File: src/rtl/spc_regs.svh
// Purpose: named constants of the spectrometer command interpreter
// Assumes: included by bare name
// Notes: definitions only
`ifndef SPC_REGS_SVH
`define SPC_REGS_SVH

// ----------------------------------------
// command codes
// ----------------------------------------
`define SPC_CMD_LAMP 8'h03
`define SPC_CMD_SHUTDOWN 8'h04
`define SPC_CMD_CFG_QUERY 8'h05
`define SPC_CMD_CFG_WRITE 8'h06
`define SPC_CMD_ACQUIRE 8'h09
`define SPC_CMD_TRIGGER 8'h0A
`define SPC_CMD_PLUG_COUNT 8'h0B
`define SPC_CMD_PLUG_IDS 8'h0C
`define SPC_CMD_PLUG_DETECT 8'h0D

// ----------------------------------------
// packet lengths and byte indices
// ----------------------------------------
`define SPC_LEN_ONE 5'h01
`define SPC_LEN_QUERY 5'h02
`define SPC_LEN_VALUE 5'h03
`define SPC_LEN_WRITE 5'h12
`define SPC_IDX_CODE 5'h00
`define SPC_IDX_LO 5'h01
`define SPC_IDX_HI 5'h02
`define SPC_IDX_MAX 5'h1F

// ----------------------------------------
// configuration slots
// ----------------------------------------
`define SPC_CFG_HDR 5'h02
`define SPC_CFG_END 5'h12
`define SPC_CFG_LAST 5'h11
`define SPC_CFG_SLOTS 8'h14
`define SPC_CFG_WR_SLOTS 8'h13
`define SPC_CFG_DEPTH 320

// ----------------------------------------
// plug-in accessories
// ----------------------------------------
`define SPC_NUM_PLUGS 6
`define SPC_IDS_LAST 5'h06
`define SPC_ID_NONE 8'h00

// ----------------------------------------
// spectrum stream
// ----------------------------------------
`define SPC_SYNC_BYTE 8'h69
`define SPC_PIX_LAST 11'h7FF
`define SPC_HS_PKT_MASK 11'h0FF
`define SPC_FS_PKT_MASK 11'h01F

// ----------------------------------------
// values and reset states
// ----------------------------------------
`define SPC_VAL_ZERO 16'h0000
`define SPC_VAL_ONE 16'h0001
`define SPC_TRIG_MAX 16'h0004
`define SPC_LAMP_RST 1'b0
`define SPC_POWER_RST 1'b1
`define SPC_BYTE_RST 8'h00

`endif

File: src/rtl/spc_pkg.sv
// Purpose: types of the spectrometer command interpreter
// Assumes: nothing
// Notes: used as spc_pkg::name
package spc_pkg;

  typedef enum logic [2:0] {
    st_rx = 3'b000,
    st_cfg = 3'b001,
    st_cnt = 3'b010,
    st_ids = 3'b011,
    st_acq = 3'b100,
    st_sync = 3'b101
  } spc_state_t;

  typedef enum logic [2:0] {
    trig_free = 3'b000,
    trig_soft = 3'b001,
    trig_level = 3'b010,
    trig_sync = 3'b011,
    trig_edge = 3'b100
  } spc_trig_t;

endpackage

File: src/rtl/spc_cmd.sv
// Purpose: command interpreter of the spectrometer
// Assumes: command bytes arrive as a stream, last marks packet end
// Notes: reply streams are byte wide with valid and ready
`timescale 1ns/1ns
`include "spc_regs.svh"
module spc_cmd #(
  parameter int NUM_PLUGS = `SPC_NUM_PLUGS,
  parameter int CFG_DEPTH = `SPC_CFG_DEPTH
) (
  input wire logic i_clk,
  input wire logic i_nrst,
  input wire logic i_ce,
  input wire logic i_high_speed,
  input wire logic i_cmd_valid,
  input wire logic [7:0] i_cmd_data,
  input wire logic i_cmd_last,
  output logic o_cmd_ready,
  output logic o_ep1_valid,
  output logic [7:0] o_ep1_data,
  output logic o_ep1_last,
  input wire logic i_ep1_ready,
  output logic o_ep2_valid,
  output logic [7:0] o_ep2_data,
  output logic o_ep2_last,
  input wire logic i_ep2_ready,
  output logic o_ep7_valid,
  output logic [7:0] o_ep7_data,
  output logic o_ep7_last,
  input wire logic i_ep7_ready,
  output logic o_acq_start,
  input wire logic i_pix_valid,
  input wire logic [15:0] i_pix_data,
  output logic o_pix_ready,
  output logic o_scan_req,
  input wire logic i_scan_done,
  input wire logic [8*NUM_PLUGS-1:0] i_plugin_id,
  input wire logic i_single_strobe_raw,
  input wire logic i_cont_strobe_raw,
  output logic o_lamp_enable,
  output logic o_single_strobe,
  output logic o_cont_strobe,
  output logic o_shutdown_n,
  output logic o_switched_accessory_supply,
  output logic [2:0] o_trigger_mode
);

  // ----------------------------------------
  // functions
  // ----------------------------------------
  function automatic logic [7:0] count_ids(input logic [8*NUM_PLUGS-1:0] ids);
    logic [7:0] n;
    n = '0;
    for (int i = 0; i < NUM_PLUGS; i++) begin
      if (ids[8*i +: 8] != `SPC_ID_NONE) begin
        n = n + 8'h01;
      end
    end
    return n;
  endfunction

  function automatic logic [7:0] pick_id(input logic [8*NUM_PLUGS-1:0] ids, input logic [4:0] k);
    logic [7:0] b;
    b = `SPC_ID_NONE;
    for (int i = 0; i < NUM_PLUGS; i++) begin
      if (k == 5'(i)) begin
        b = ids[8*i +: 8];
      end
    end
    return b;
  endfunction

  // ----------------------------------------
  // state
  // ----------------------------------------
  spc_pkg::spc_state_t state;
  logic [4:0] rx_idx;
  logic [7:0] code;
  logic [7:0] arg_lo;
  logic lamp_on;
  logic power_on;
  logic [2:0] trig;
  logic [4:0] tx_k;
  logic rd_wait;
  logic [7:0] slot;
  logic [7:0] plug_count;
  logic [8*NUM_PLUGS-1:0] plug_id;
  logic boot_pend;
  logic [15:0] pix_word;
  logic have_pix;
  logic pix_hi;
  logic [10:0] pix_cnt;
  logic [7:0] mem_rdata;

  // ----------------------------------------
  // receive side decode
  // ----------------------------------------
  logic acc;
  logic exec;
  logic [7:0] code_now;
  logic [7:0] lo_now;
  logic [15:0] val_now;
  logic [4:0] n_bytes;
  logic [4:0] km2;
  logic [4:0] wr_off;
  logic mem_we;
  logic [8:0] mem_waddr;
  logic [8:0] mem_raddr;
  logic ep1_hs;
  logic ep2_hs;
  logic ep7_hs;
  logic [10:0] pkt_mask;
  logic pkt_end;
  logic is_lamp;
  logic is_shut;
  logic is_trig;
  logic is_query;
  logic is_acq;
  logic is_cnt;
  logic is_ids;
  logic is_detect;

  assign o_cmd_ready = (state == spc_pkg::st_rx) && i_ce;
  assign acc = o_cmd_ready && i_cmd_valid;
  assign exec = acc && i_cmd_last;
  assign code_now = (rx_idx == `SPC_IDX_CODE) ? i_cmd_data : code;
  assign lo_now = (rx_idx == `SPC_IDX_LO) ? i_cmd_data : arg_lo;
  assign val_now = {i_cmd_data, arg_lo};
  assign n_bytes = rx_idx + `SPC_LEN_ONE;

  assign is_lamp = (code_now == `SPC_CMD_LAMP) && (n_bytes == `SPC_LEN_VALUE);
  assign is_shut = (code_now == `SPC_CMD_SHUTDOWN) && (n_bytes == `SPC_LEN_VALUE);
  assign is_trig = (code_now == `SPC_CMD_TRIGGER) && (n_bytes == `SPC_LEN_VALUE);
  assign is_query = (code_now == `SPC_CMD_CFG_QUERY) && (n_bytes == `SPC_LEN_QUERY) &&
                    (lo_now < `SPC_CFG_SLOTS);
  assign is_acq = (code_now == `SPC_CMD_ACQUIRE) && (n_bytes == `SPC_LEN_ONE) && power_on;
  assign is_cnt = (code_now == `SPC_CMD_PLUG_COUNT) && (n_bytes == `SPC_LEN_ONE);
  assign is_ids = (code_now == `SPC_CMD_PLUG_IDS) && (n_bytes == `SPC_LEN_ONE);
  assign is_detect = (code_now == `SPC_CMD_PLUG_DETECT) && (n_bytes == `SPC_LEN_ONE);

  assign wr_off = rx_idx - `SPC_CFG_HDR;
  assign mem_we = acc && (code_now == `SPC_CMD_CFG_WRITE) && (rx_idx >= `SPC_CFG_HDR) &&
                  (rx_idx < `SPC_CFG_END) && (arg_lo < `SPC_CFG_WR_SLOTS);
  assign mem_waddr = {arg_lo[4:0], wr_off[3:0]};
  assign km2 = tx_k - `SPC_CFG_HDR;
  assign mem_raddr = {slot[4:0], km2[3:0]};

  spc_cfg_mem #(
    .AW(9),
    .DW(8),
    .DEPTH(CFG_DEPTH)
  ) spc_cfg_mem_i (
    .i_clk(i_clk),
    .i_nrst(i_nrst),
    .i_ce(i_ce),
    .i_we(mem_we),
    .i_waddr(mem_waddr),
    .i_wdata(i_cmd_data),
    .i_raddr(mem_raddr),
    .o_rdata(mem_rdata)
  );

  // ----------------------------------------
  // packet collection
  // ----------------------------------------
  always_ff @(posedge i_clk or negedge i_nrst) begin
    if (!i_nrst) begin
      rx_idx <= `SPC_IDX_CODE;
      code <= `SPC_BYTE_RST;
      arg_lo <= `SPC_BYTE_RST;
    end else if (i_ce && acc) begin
      if (rx_idx == `SPC_IDX_CODE) begin
        code <= i_cmd_data;
      end
      if (rx_idx == `SPC_IDX_LO) begin
        arg_lo <= i_cmd_data;
      end
      if (i_cmd_last) begin
        rx_idx <= `SPC_IDX_CODE;
      end else if (rx_idx != `SPC_IDX_MAX) begin
        rx_idx <= rx_idx + `SPC_LEN_ONE;
      end
    end
  end

  // ----------------------------------------
  // lamp, shutdown, trigger
  // ----------------------------------------
  always_ff @(posedge i_clk or negedge i_nrst) begin
    if (!i_nrst) begin
      lamp_on <= `SPC_LAMP_RST;
    end else if (i_ce && exec && is_lamp) begin
      if (val_now == `SPC_VAL_ZERO) begin
        lamp_on <= 1'b0;
      end else if (val_now == `SPC_VAL_ONE) begin
        lamp_on <= 1'b1;
      end
    end
  end

  always_ff @(posedge i_clk or negedge i_nrst) begin
    if (!i_nrst) begin
      power_on <= `SPC_POWER_RST;
    end else if (i_ce && exec && is_shut) begin
      power_on <= (val_now != `SPC_VAL_ZERO);
    end
  end

  always_ff @(posedge i_clk or negedge i_nrst) begin
    if (!i_nrst) begin
      trig <= spc_pkg::trig_free;
    end else if (i_ce && exec && is_trig) begin
      if (val_now <= `SPC_TRIG_MAX) begin
        trig <= val_now[2:0];
      end
    end
  end

  assign o_shutdown_n = power_on;
  assign o_switched_accessory_supply = power_on;
  assign o_lamp_enable = lamp_on && power_on;
  assign o_trigger_mode = power_on ? trig : spc_pkg::trig_free;
  assign o_single_strobe = i_single_strobe_raw && o_lamp_enable;
  assign o_cont_strobe = i_cont_strobe_raw && o_lamp_enable;

  // ----------------------------------------
  // plug-in detection
  // ----------------------------------------
  always_ff @(posedge i_clk or negedge i_nrst) begin
    if (!i_nrst) begin
      boot_pend <= 1'b1;
      o_scan_req <= 1'b0;
    end else if (i_ce) begin
      boot_pend <= 1'b0;
      o_scan_req <= boot_pend || (exec && is_detect);
    end
  end

  always_ff @(posedge i_clk or negedge i_nrst) begin
    if (!i_nrst) begin
      plug_count <= `SPC_BYTE_RST;
      plug_id <= '0;
    end else if (i_ce && i_scan_done) begin
      plug_count <= count_ids(i_plugin_id);
      plug_id <= i_plugin_id;
    end
  end

  // ----------------------------------------
  // reply sequencer
  // ----------------------------------------
  assign ep1_hs = o_ep1_valid && i_ep1_ready;
  assign ep2_hs = o_ep2_valid && i_ep2_ready;
  assign ep7_hs = o_ep7_valid && i_ep7_ready;
  assign pkt_mask = i_high_speed ? `SPC_HS_PKT_MASK : `SPC_FS_PKT_MASK;
  assign pkt_end = (pix_cnt & pkt_mask) == pkt_mask;

  always_ff @(posedge i_clk or negedge i_nrst) begin
    if (!i_nrst) begin
      state <= spc_pkg::st_rx;
      tx_k <= '0;
      rd_wait <= 1'b1;
      slot <= `SPC_BYTE_RST;
      o_acq_start <= 1'b0;
    end else if (i_ce) begin
      o_acq_start <= 1'b0;
      unique case (state)
        spc_pkg::st_rx: begin
          tx_k <= '0;
          rd_wait <= 1'b1;
          if (exec && is_query) begin
            state <= spc_pkg::st_cfg;
            slot <= lo_now;
          end else if (exec && is_acq) begin
            state <= spc_pkg::st_acq;
            o_acq_start <= 1'b1;
          end else if (exec && is_cnt) begin
            state <= spc_pkg::st_cnt;
          end else if (exec && is_ids) begin
            state <= spc_pkg::st_ids;
          end
        end
        spc_pkg::st_cfg: begin
          rd_wait <= ep1_hs || (rd_wait && 1'b0);
          if (ep1_hs) begin
            tx_k <= tx_k + `SPC_LEN_ONE;
            if (o_ep1_last) begin
              state <= spc_pkg::st_rx;
            end
          end
        end
        spc_pkg::st_cnt: begin
          if (ep7_hs) begin
            state <= spc_pkg::st_rx;
          end
        end
        spc_pkg::st_ids: begin
          if (ep7_hs) begin
            tx_k <= tx_k + `SPC_LEN_ONE;
            if (o_ep7_last) begin
              state <= spc_pkg::st_rx;
            end
          end
        end
        spc_pkg::st_acq: begin
          if (ep2_hs && pix_hi && (pix_cnt == `SPC_PIX_LAST)) begin
            state <= spc_pkg::st_sync;
          end
        end
        spc_pkg::st_sync: begin
          if (ep2_hs) begin
            state <= spc_pkg::st_rx;
          end
        end
        default: begin
          state <= spc_pkg::st_rx;
        end
      endcase
    end
  end

  // ----------------------------------------
  // pixel serializer
  // ----------------------------------------
  assign o_pix_ready = (state == spc_pkg::st_acq) && !have_pix && i_ce;

  always_ff @(posedge i_clk or negedge i_nrst) begin
    if (!i_nrst) begin
      pix_word <= '0;
      have_pix <= 1'b0;
      pix_hi <= 1'b0;
      pix_cnt <= '0;
    end else if (i_ce) begin
      if (state == spc_pkg::st_rx) begin
        have_pix <= 1'b0;
        pix_hi <= 1'b0;
        pix_cnt <= '0;
      end else if (o_pix_ready && i_pix_valid) begin
        pix_word <= i_pix_data;
        have_pix <= 1'b1;
      end else if (ep2_hs && (state == spc_pkg::st_acq)) begin
        pix_hi <= !pix_hi;
        if (pix_hi) begin
          have_pix <= 1'b0;
          pix_cnt <= pix_cnt + 11'h001;
        end
      end
    end
  end

  // ----------------------------------------
  // reply outputs
  // ----------------------------------------
  // config reply on endpoint one
  assign o_ep1_valid = (state == spc_pkg::st_cfg) && !rd_wait && i_ce;
  assign o_ep1_data = (tx_k == `SPC_IDX_CODE) ? `SPC_CMD_CFG_QUERY :
                      (tx_k == `SPC_IDX_LO) ? slot : mem_rdata;
  assign o_ep1_last = (tx_k == `SPC_CFG_LAST);

  assign o_ep2_valid = ((state == spc_pkg::st_acq && have_pix) || state == spc_pkg::st_sync) && i_ce;
  assign o_ep2_data = (state == spc_pkg::st_sync) ? `SPC_SYNC_BYTE :
                      (pix_hi ? pix_word[15:8] : pix_word[7:0]);
  assign o_ep2_last = (state == spc_pkg::st_sync) || (pix_hi && pkt_end);

  assign o_ep7_valid = ((state == spc_pkg::st_cnt) || (state == spc_pkg::st_ids)) && i_ce;
  assign o_ep7_data = (state == spc_pkg::st_cnt) ? plug_count : pick_id(plug_id, tx_k);
  assign o_ep7_last = (state == spc_pkg::st_cnt) || (tx_k == `SPC_IDS_LAST);
endmodule

File: src/rtl/spc_cfg_mem.sv
// Purpose: byte-wide store of the configuration strings
// Assumes: one write and one read port, same clock
// Notes: read data are registered, one cycle latency
`timescale 1ns/1ns
module spc_cfg_mem #(
  parameter int AW = 9,
  parameter int DW = 8,
  parameter int DEPTH = 320
) (
  input wire logic i_clk,
  input wire logic i_nrst,
  input wire logic i_ce,
  input wire logic i_we,
  input wire logic [AW-1:0] i_waddr,
  input wire logic [DW-1:0] i_wdata,
  input wire logic [AW-1:0] i_raddr,
  output logic [DW-1:0] o_rdata
);

  logic [DW-1:0] mem [DEPTH];

  always_ff @(posedge i_clk) begin
    if (i_ce && i_we) begin
      mem[i_waddr] <= i_wdata;
    end
  end

  always_ff @(posedge i_clk or negedge i_nrst) begin
    if (!i_nrst) begin
      o_rdata <= '0;
    end else if (i_ce) begin
      o_rdata <= mem[i_raddr];
    end
  end

endmodule

File: config.mk
export PLATFORM = sky130hd
export DESIGN_NAME = spc_cmd
export DESIGN_NICKNAME = d
export VERILOG_FILES = /design/src/rtl/spc_pkg.sv /design/src/rtl/spc_cmd.sv /design/src/rtl/spc_cfg_mem.sv
export VERILOG_INCLUDE_DIRS = /design/src /design/src/rtl
export SDC_FILE = /design/constraint.sdc
export NUM_CORES = 2
export LEC_CHECK = 0
export BUFFER_PORTS_ARGS = -buffer_cell sky130_fd_sc_hd__buf_2
export CAP_MARGIN = 20
export CORE_MARGIN = 2
export CORE_UTILIZATION = 46
export DETAILED_ROUTE_END_ITERATION = 10
export GPL_ROUTABILITY_DRIVEN = 0
export SLEW_MARGIN = 25
export SYNTH_ARGS = -nofsm -noshare
export SYNTH_HDL_FRONTEND = slang
export SYNTH_HIERARCHICAL = 1
export SYNTH_SLANG_ARGS = --single-unit
File: constraint.sdc
create_clock -name i_clk -period 4.5 [get_ports i_clk]
set_input_delay 0.225 -clock i_clk [delete_from_list [all_inputs] [get_ports i_clk]]
set_output_delay 0.225 -clock i_clk [all_outputs]
set_load 0.02 [all_outputs]
# Yosys cells after proc, flatten, opt, wreduce, memory -nomap -nowiden
# Memory sizes are Yosys's and may differ from the RTL's. A register that Yosys moved wholly into a read port is not among the register bits.
# Cells that the tools add are included.
# classes
n_mux	62
reduce_logical	86
n_eq_ne	38
bitwise_logic	2
addsub	10
order_cmp	5
# ops
operator	n
8-bit 2-to-1 mux	24
8-bit nonzero test	6
1-bit logical AND	47
11-bit 2-to-1 mux	4
8-bit by 1-bit adder with 8-bit output (second input constant)	5
8-bit by 4-bit equality test with 1-bit output (second input constant)	5
3-bit 2-to-1 mux	12
8-bit by 3-bit equality test with 1-bit output (second input constant)	3
5-bit by 2-bit equality test with 1-bit output (second input constant)	4
5-bit 2-to-1 mux	4
3-bit one-hot mux with 6 select lines	1
16-bit by 1-bit equality test with 1-bit output (second input constant)	1
16-bit by 3-bit less-or-equal comparator with 1-bit output (second input constant)	1
16-bit zero test	1
8-bit by 5-bit < comparator with 1-bit output (second input constant)	2
2-bit != test (second input constant)	8
16-bit nonzero test	1
5-bit by 1-bit equality test with 1-bit output (second input constant)	3
5-bit by 3-bit equality test with 1-bit output (second input constant)	3
1-bit 2-to-1 mux	15
5-bit one-hot mux with 3 select lines	1
3-bit AND reduction	4
11-bit by 1-bit adder with 11-bit output (second input constant)	1
11-bit by 8-bit bitwise AND with 11-bit output	1
other kinds (24)	46
# totals
register_bits	131
input_bits	85
memories	1
wordCells	223
ram_bits	2560
# mem_list
memory	words	word_bits	rd	rd_ports_with_merged_regs	wr	line_no	rtl
spc_cfg_mem_i.mem	320	8	1	1	1	spc_cfg_mem.sv:20	logic [DW-1:0] mem [DEPTH];

# Logic depth before layout (Yosys ltp)
# depth
ltp_word	17
depth_mapped	16
ltp_nobuf	16

# Modules after synthesis
# The synthesis kept the hierarchy.
# modules_own_cells
module	instances	area_each_um2	seq_area_each_um2	cells_each
spc_cfg_mem	1	99653.1	77073.9	4616
spc_cmd	1	7106.8	3231.8	701

# Least setup slack after synthesis
# Ideal clock, no wire load.
# synth_timing
kind	reg-to-reg
startpoint	register rx_idx[1]
endpoint	memory spc_cfg_mem_i.mem[252][0], enable pin
path_slack_ps	1171
stages_incl_launch_ff	14
synth_period_minus_slack_ps	3329
t_required_ps	4130
arrival_ps	2958
setup_time_ps	370
cell_sequence	dfrtp_1 -> inv_1 -> ha_1 -> or4b_1 -> buf_6 -> nand2_1 -> nand2_1 -> a2111oi_0 -> and3_1 -> nand2_1 -> nor3_1 -> nand3_1 -> clkbuf_1 -> nor2_1
# synth_rtl
element	line_no	rtl
start, declared	spc_cmd.sv:76	logic [4:0] rx_idx;
start signal, assigned	spc_cmd.sv:167	rx_idx <= `SPC_IDX_CODE;
start signal, assigned	spc_cmd.sv:178	rx_idx <= `SPC_IDX_CODE;
start signal, assigned	spc_cmd.sv:180	rx_idx <= rx_idx + `SPC_LEN_ONE;
4-bit by 2-bit subtractor with 4-bit output (no source line)	-	
named net wr_off[1]	spc_cmd.sv:104	logic [4:0] wr_off;
end, declared	spc_cfg_mem.sv:20	
# The timed path passes the listed nets, and every way through them passes these cells.

# Worst setup path in the final report
# layout_timing
startpoint	register state[2]
endpoint	memory spc_cfg_mem_i.mem[301][3], enable pin
# layout_via
elab_chain_cells	10
# layout_rtl
element	line_no	rtl
start, declared	spc_cmd.sv:75	spc_pkg::spc_state_t state;
start signal, assigned	spc_cmd.sv:259	state <= spc_pkg::st_rx;
start signal, assigned	spc_cmd.sv:271	state <= spc_pkg::st_cfg;
start signal, assigned	spc_cmd.sv:274	state <= spc_pkg::st_acq;
3-bit zero test	spc_cmd.sv:122	assign o_cmd_ready = (state == spc_pkg::st_rx) && i_ce;
1-bit logical AND	spc_cmd.sv:122	
1-bit logical AND	spc_cmd.sv:123	assign acc = o_cmd_ready && i_cmd_valid;
1-bit logical AND (4 in a row)	spc_cmd.sv:141	assign mem_we = acc && (code_now == `SPC_CMD_CFG_WRITE) && (rx_idx >= `SPC_CFG_HDR) &&
named net mem_we	spc_cmd.sv:105	logic mem_we;
1-bit logical AND	spc_cfg_mem.sv:23	if (i_ce && i_we) begin
1-bit 2-to-1 mux	spc_cfg_mem.sv:23	
1-bit 2-to-1 mux (not written as such)	spc_cfg_mem.sv:24	mem[i_waddr] <= i_wdata;
# The timed path passes the listed nets, and every way through them passes these cells.

==> impl_metrics.csv <==
group,metric,value,unit
status,status,"complete, no violations",
hold_path,whs_path_depth,2,
yosys,syn_nets,5421,
sta,finalHoldViolations,0,
worst_setup_path,crit_arrival,4.89,ns
sta,slew_viol_final,0,
worst_setup_path,path_common_cell,"buf_4",
clock_network,insertion_delay,0.94,ns
worst_setup_path,cp_num_buf_inv,4,
sta,fin_crit,4.30,ns
sta,post-route-period-util,95.6,%
global_route,antenna_found_initial,9,
place,io_buffers,126,
floorplanning,core,0.230,mm^2
sta,slew_headroom,29.1,%
worst_setup_path,cp_slowest_cell,"dlygate4sd3_1",
worst_setup_path,critical_path.top_delay_family,"simple AND/OR/NAND/NOR gates",
sta,fin_skew,0.0637,ns
yosys,syn-mean-instance-area,20.1,um^2
clock_network,cts_num_sinks,2697,
routing,wl,300000,um
hold_path,hp-class,"in2reg",
final_layout,final_nets,6203,
routing,wire_per_inst,32.2,um
routing,first_pass_iters,6,
yosys,async_reset_ff_share,5.08,%
global_route,grt_max_degree,213,
global_route,grt_pass1_vias,57400,
power_and_ir_drop,power_leakage,40.5,nW
worst_setup_path,crit_path_start_kind,"flip-flop",
routing,drc,0,
yosys,syn_area,0.107,mm^2
run,drv_cap,0,
hold_path,min_to,"spc_cfg_mem_i/mem[294][5]$_DFFE_PP_",
sta,timing_worst_slew_pin_value,1.06,ns
clock_network,cts.clk_slew.worst_paths,0.06,ns
yosys,syn_inst,5317,
yosys,yosysSeqAreaShare,75.2,%
yosys,yosys_warnings,6,
worst_setup_path,max_stage_delay,0.56,ns
worst_setup_path,crit_path_cell_trace,"nor4b_2 > nand2_1 > dlygate4sd3_1 > buf_4 > a2111oi_0 > and3_1 > nand3_1 > nor2_1 > nand3_2 > buf_4 > nor2_1 > buf_4",
place,place_hpwl,190000,um
worst_setup_path,setup.worst_path.end_class,"flip-flop",
sta,fmax,232,MHz
global_route,grt_overflow,0,
clock_network,tritoncts,"yes",
routing,drtIter0Drc,7443,
yosys,synth_ff_type,"edfxtp_1",
floorplanning,die-width,486,um
clock_network,htree_levels,5,
yosys,ys_ff_latch,2697,
worst_setup_path,reg2reg_depth,12,
floorplanning,rows,176,
final_layout,fillCellCount,17700,
worst_setup_path,r2r-end,"spc_cfg_mem_i/mem[301][3]$_DFFE_PP_",
global_route,grt_first_pass_wirelength,429000,um
yosys,synth_edf_count,2560,
clock_network,numCtsBuffers,300,
yosys,ys_types,79,
routing,vias,57400,
final_layout,drive_above_1_share,30.0,%
floorplanning,die_h,486,um
worst_setup_path,rr_startpoint,"state[2]$_DFFE_PN0P_",
floorplanning,initial_utilization,46.3,%
sta,setup_ws,0.198,ns
worst_setup_path,critPathMaxFanout,17,
hold_path,min_from,"i_cmd_data[5]",
sta,setup_viol,0,
place,place_ws,0.390,ns
clock_network,clk_path_buf_depth,4,
routing,viasPerCell,6.15,
worst_setup_path,worstSetupPathType,"reg2reg",
routing,ant_nets,0,
sta,rsz0062_at_grt,"no",
sta,tns,0,ns
worst_setup_path,r2r_slack,0.20,ns
clock_network,clockRootBuffer,"clkbuf_16",
worst_setup_path,required,5.09,ns
power_and_ir_drop,vdd_drop_max,0.000280,V
floorplanning,io_pins,127,
power_and_ir_drop,power_density,420,mW/mm^2
global_route,gr-usage-all-layers,25.4,%
final_layout,area_growth,16.7,%
floorplanning,die_area,0.236,mm^2
## synth_stat cells, types with 18 or more instances
master	instances	area, um^2
edfxtp_1	2560	76900
mux4_2	632	14200
nor2_1	393	1480
nand2_1	212	796
mux2i_1	199	1990
clkbuf_1	159	597
dfrtp_1	134	3350
mux2_2	93	1050
a21oi_1	88	440
a22oi_1	84	631
nand3_1	73	365
o21ai_0	70	350
buf_2	59	295
buf_6	44	495
buf_4	29	218
nor3_1	29	145
a31oi_1	27	169
inv_1	27	101
o22ai_1	27	169
and3_1	23	144
buf_1	23	86.3
a221oi_1	20	175
and2_1	20	125
ha_1	19	238
nor2b_1	18	113
nor4_1	18	113
## worst max path at each step
| stage | to | startpoint | slack, ns | cells after the start |
|---|---|---|---|---|
| final | spc_cfg_mem_i/mem[301][3]$_DFFE_PP_ | state[2]$_DFFE_PN0P_ | 0.20 | 12 |
| after global routing | spc_cfg_mem_i/mem[301][3]$_DFFE_PP_ | state[2]$_DFFE_PN0P_ | 0.04 | 12 |
| after CTS | o_ep1_data[7] | tx_k[0]$_DFFE_PN0P_ | 0.16 | 6 |
| after detailed placement | spc_cfg_mem_i/mem[255][3]$_DFFE_PP_ | rx_idx[1]$_DFFE_PN0P_ | 0.39 | 13 |
| after global placement | spc_cfg_mem_i/o_rdata[5]$_DFFE_PN0P_ | tx_k[2]$_DFFE_PN0P_ | 0.16 | 10 |
| after floorplan | spc_cfg_mem_i/mem[252][0]$_DFFE_PP_ | rx_idx[1]$_DFFE_PN0P_ | 1.17 | 13 |
## cell families (layout without fill, tap and decap cells)
| kind of cell | Yosys count | in the layout | share of synthesized area [%] |
|---|---|---|---|
| XOR/XNOR | 17 | 17 | 0.152 |
| adder cells (fa/ha/maj) | 19 | 19 | 0.223 |
| AO/OA/AOI/OAI | 454 | 454 | 2.90 |
| other | 0 | 7 | 0 |
| buffers and inverters | 345 | 1336 | 1.70 |
| multiplexers | 925 | 925 | 16.2 |
| flip-flops | 2697 | 2697 | 75.2 |
| AND/OR/NAND/NOR | 860 | 860 | 3.60 |
## metal layers
| layer | track usage, % | up-vias | part of all wire [%] |
|---|---|---|---|
| met4 | 9.52 | 2 | 4.3 |
| met1 | 36.1 | 30500 | 41 |
| met5 | 0 | - | 0.0043 |
| met3 | 5.13 | 604 | 8.9 |
| met2 | 39.2 | 2859 | 46 |
| li1 | - | 23400 | - |
## placed cells by master (no fill, tap or decap), types with 85 or more instances in the layout
master	instances
mux4_2	632
dfrtp_1	131
buf_2	117
buf_4	542
a21oi_1	88
nor2_1	387
clkbuf_16	308
nand2_1	199
mux2i_1	198
edfxtp_1	2560
dlygate4sd3_1	85
mux2_2	93
## cell type report
cell class | instances | area [um^2] | area share [%]
clock inverters | 141 | 1020 | 0.819
well taps | 3026 | 3790 | 3.04
multi-input cells | 2275 | 24800 | 19.9
diodes | 7 | 17.5 | 0.0141
repair buffers | 795 | 6490 | 5.21
flip-flops and latches | 2697 | 80300 | 64.5
inverters | 30 | 134 | 0.107
clock buffers | 370 | 7990 | 6.42
## state kept, by name (all words and copies together), names as in the netlist, 3 cells and up
| name | flops |
|---|---|
| spc_cfg_mem_i/o_rdata | 8 |
| state | 3 |
| slot | 8 |
| code | 8 |
| tx_k | 5 |
| pix_cnt | 11 |
| pix_word | 16 |
| rx_idx | 5 |
| plug_count | 6 |
| arg_lo | 8 |
| trig | 3 |
| spc_cfg_mem_i/mem | 2560 |
| plug_id | 48 |
## report_power, final
part	internal, W	total (W)	switching (W)
sequential	0.0276	0.0277	0.000133
clock	0.0132	0.0228	0.00958
combinational	0.000488	0.00173	0.00124
## metrics by stage
| stage | instances | utilization (%) | instance area [um^2] | hold WS, ns | power [W] |
|---|---|---|---|---|---|
| after global routing | 9334 | 54.1 | 125000 | 0.0432 | 0.0537 |
| final | 9341 | 54.1 | 125000 | 0.0551 | 0.0523 |
| after floorplan | 5317 | - | 107000 | -0.0706 | 0.0288 |
| after global placement | 8736 | 49.8 | 115000 | 0.348 | 0.0299 |
| after CTS | 9333 | 54.0 | 124000 | 0.00630 | 0.0527 |
| after detailed placement | 8736 | 49.8 | 115000 | 0.350 | 0.0299 |
## what timing repair did
item	CTS	global route
setup buffers	0	0
hold buffers	86	0
endpoints found under the hold margin	489	0
endpoints found under the setup margin	2	16
gates resized for setup	1	2
## worst register-to-register path: stages, from the launching register on
cell and delay (ns):
dfrtp_1 0.49, nor4b_2 0.30, nand2_1 0.08, dlygate4sd3_1 0.56
buf_4 0.20, a2111oi_0 0.37, and3_1 0.37, nand3_1 0.17
nor2_1 0.42, nand3_2 0.13, buf_4 0.27, nor2_1 0.42
buf_4 0.22
(Power assumes the default switching activity.)
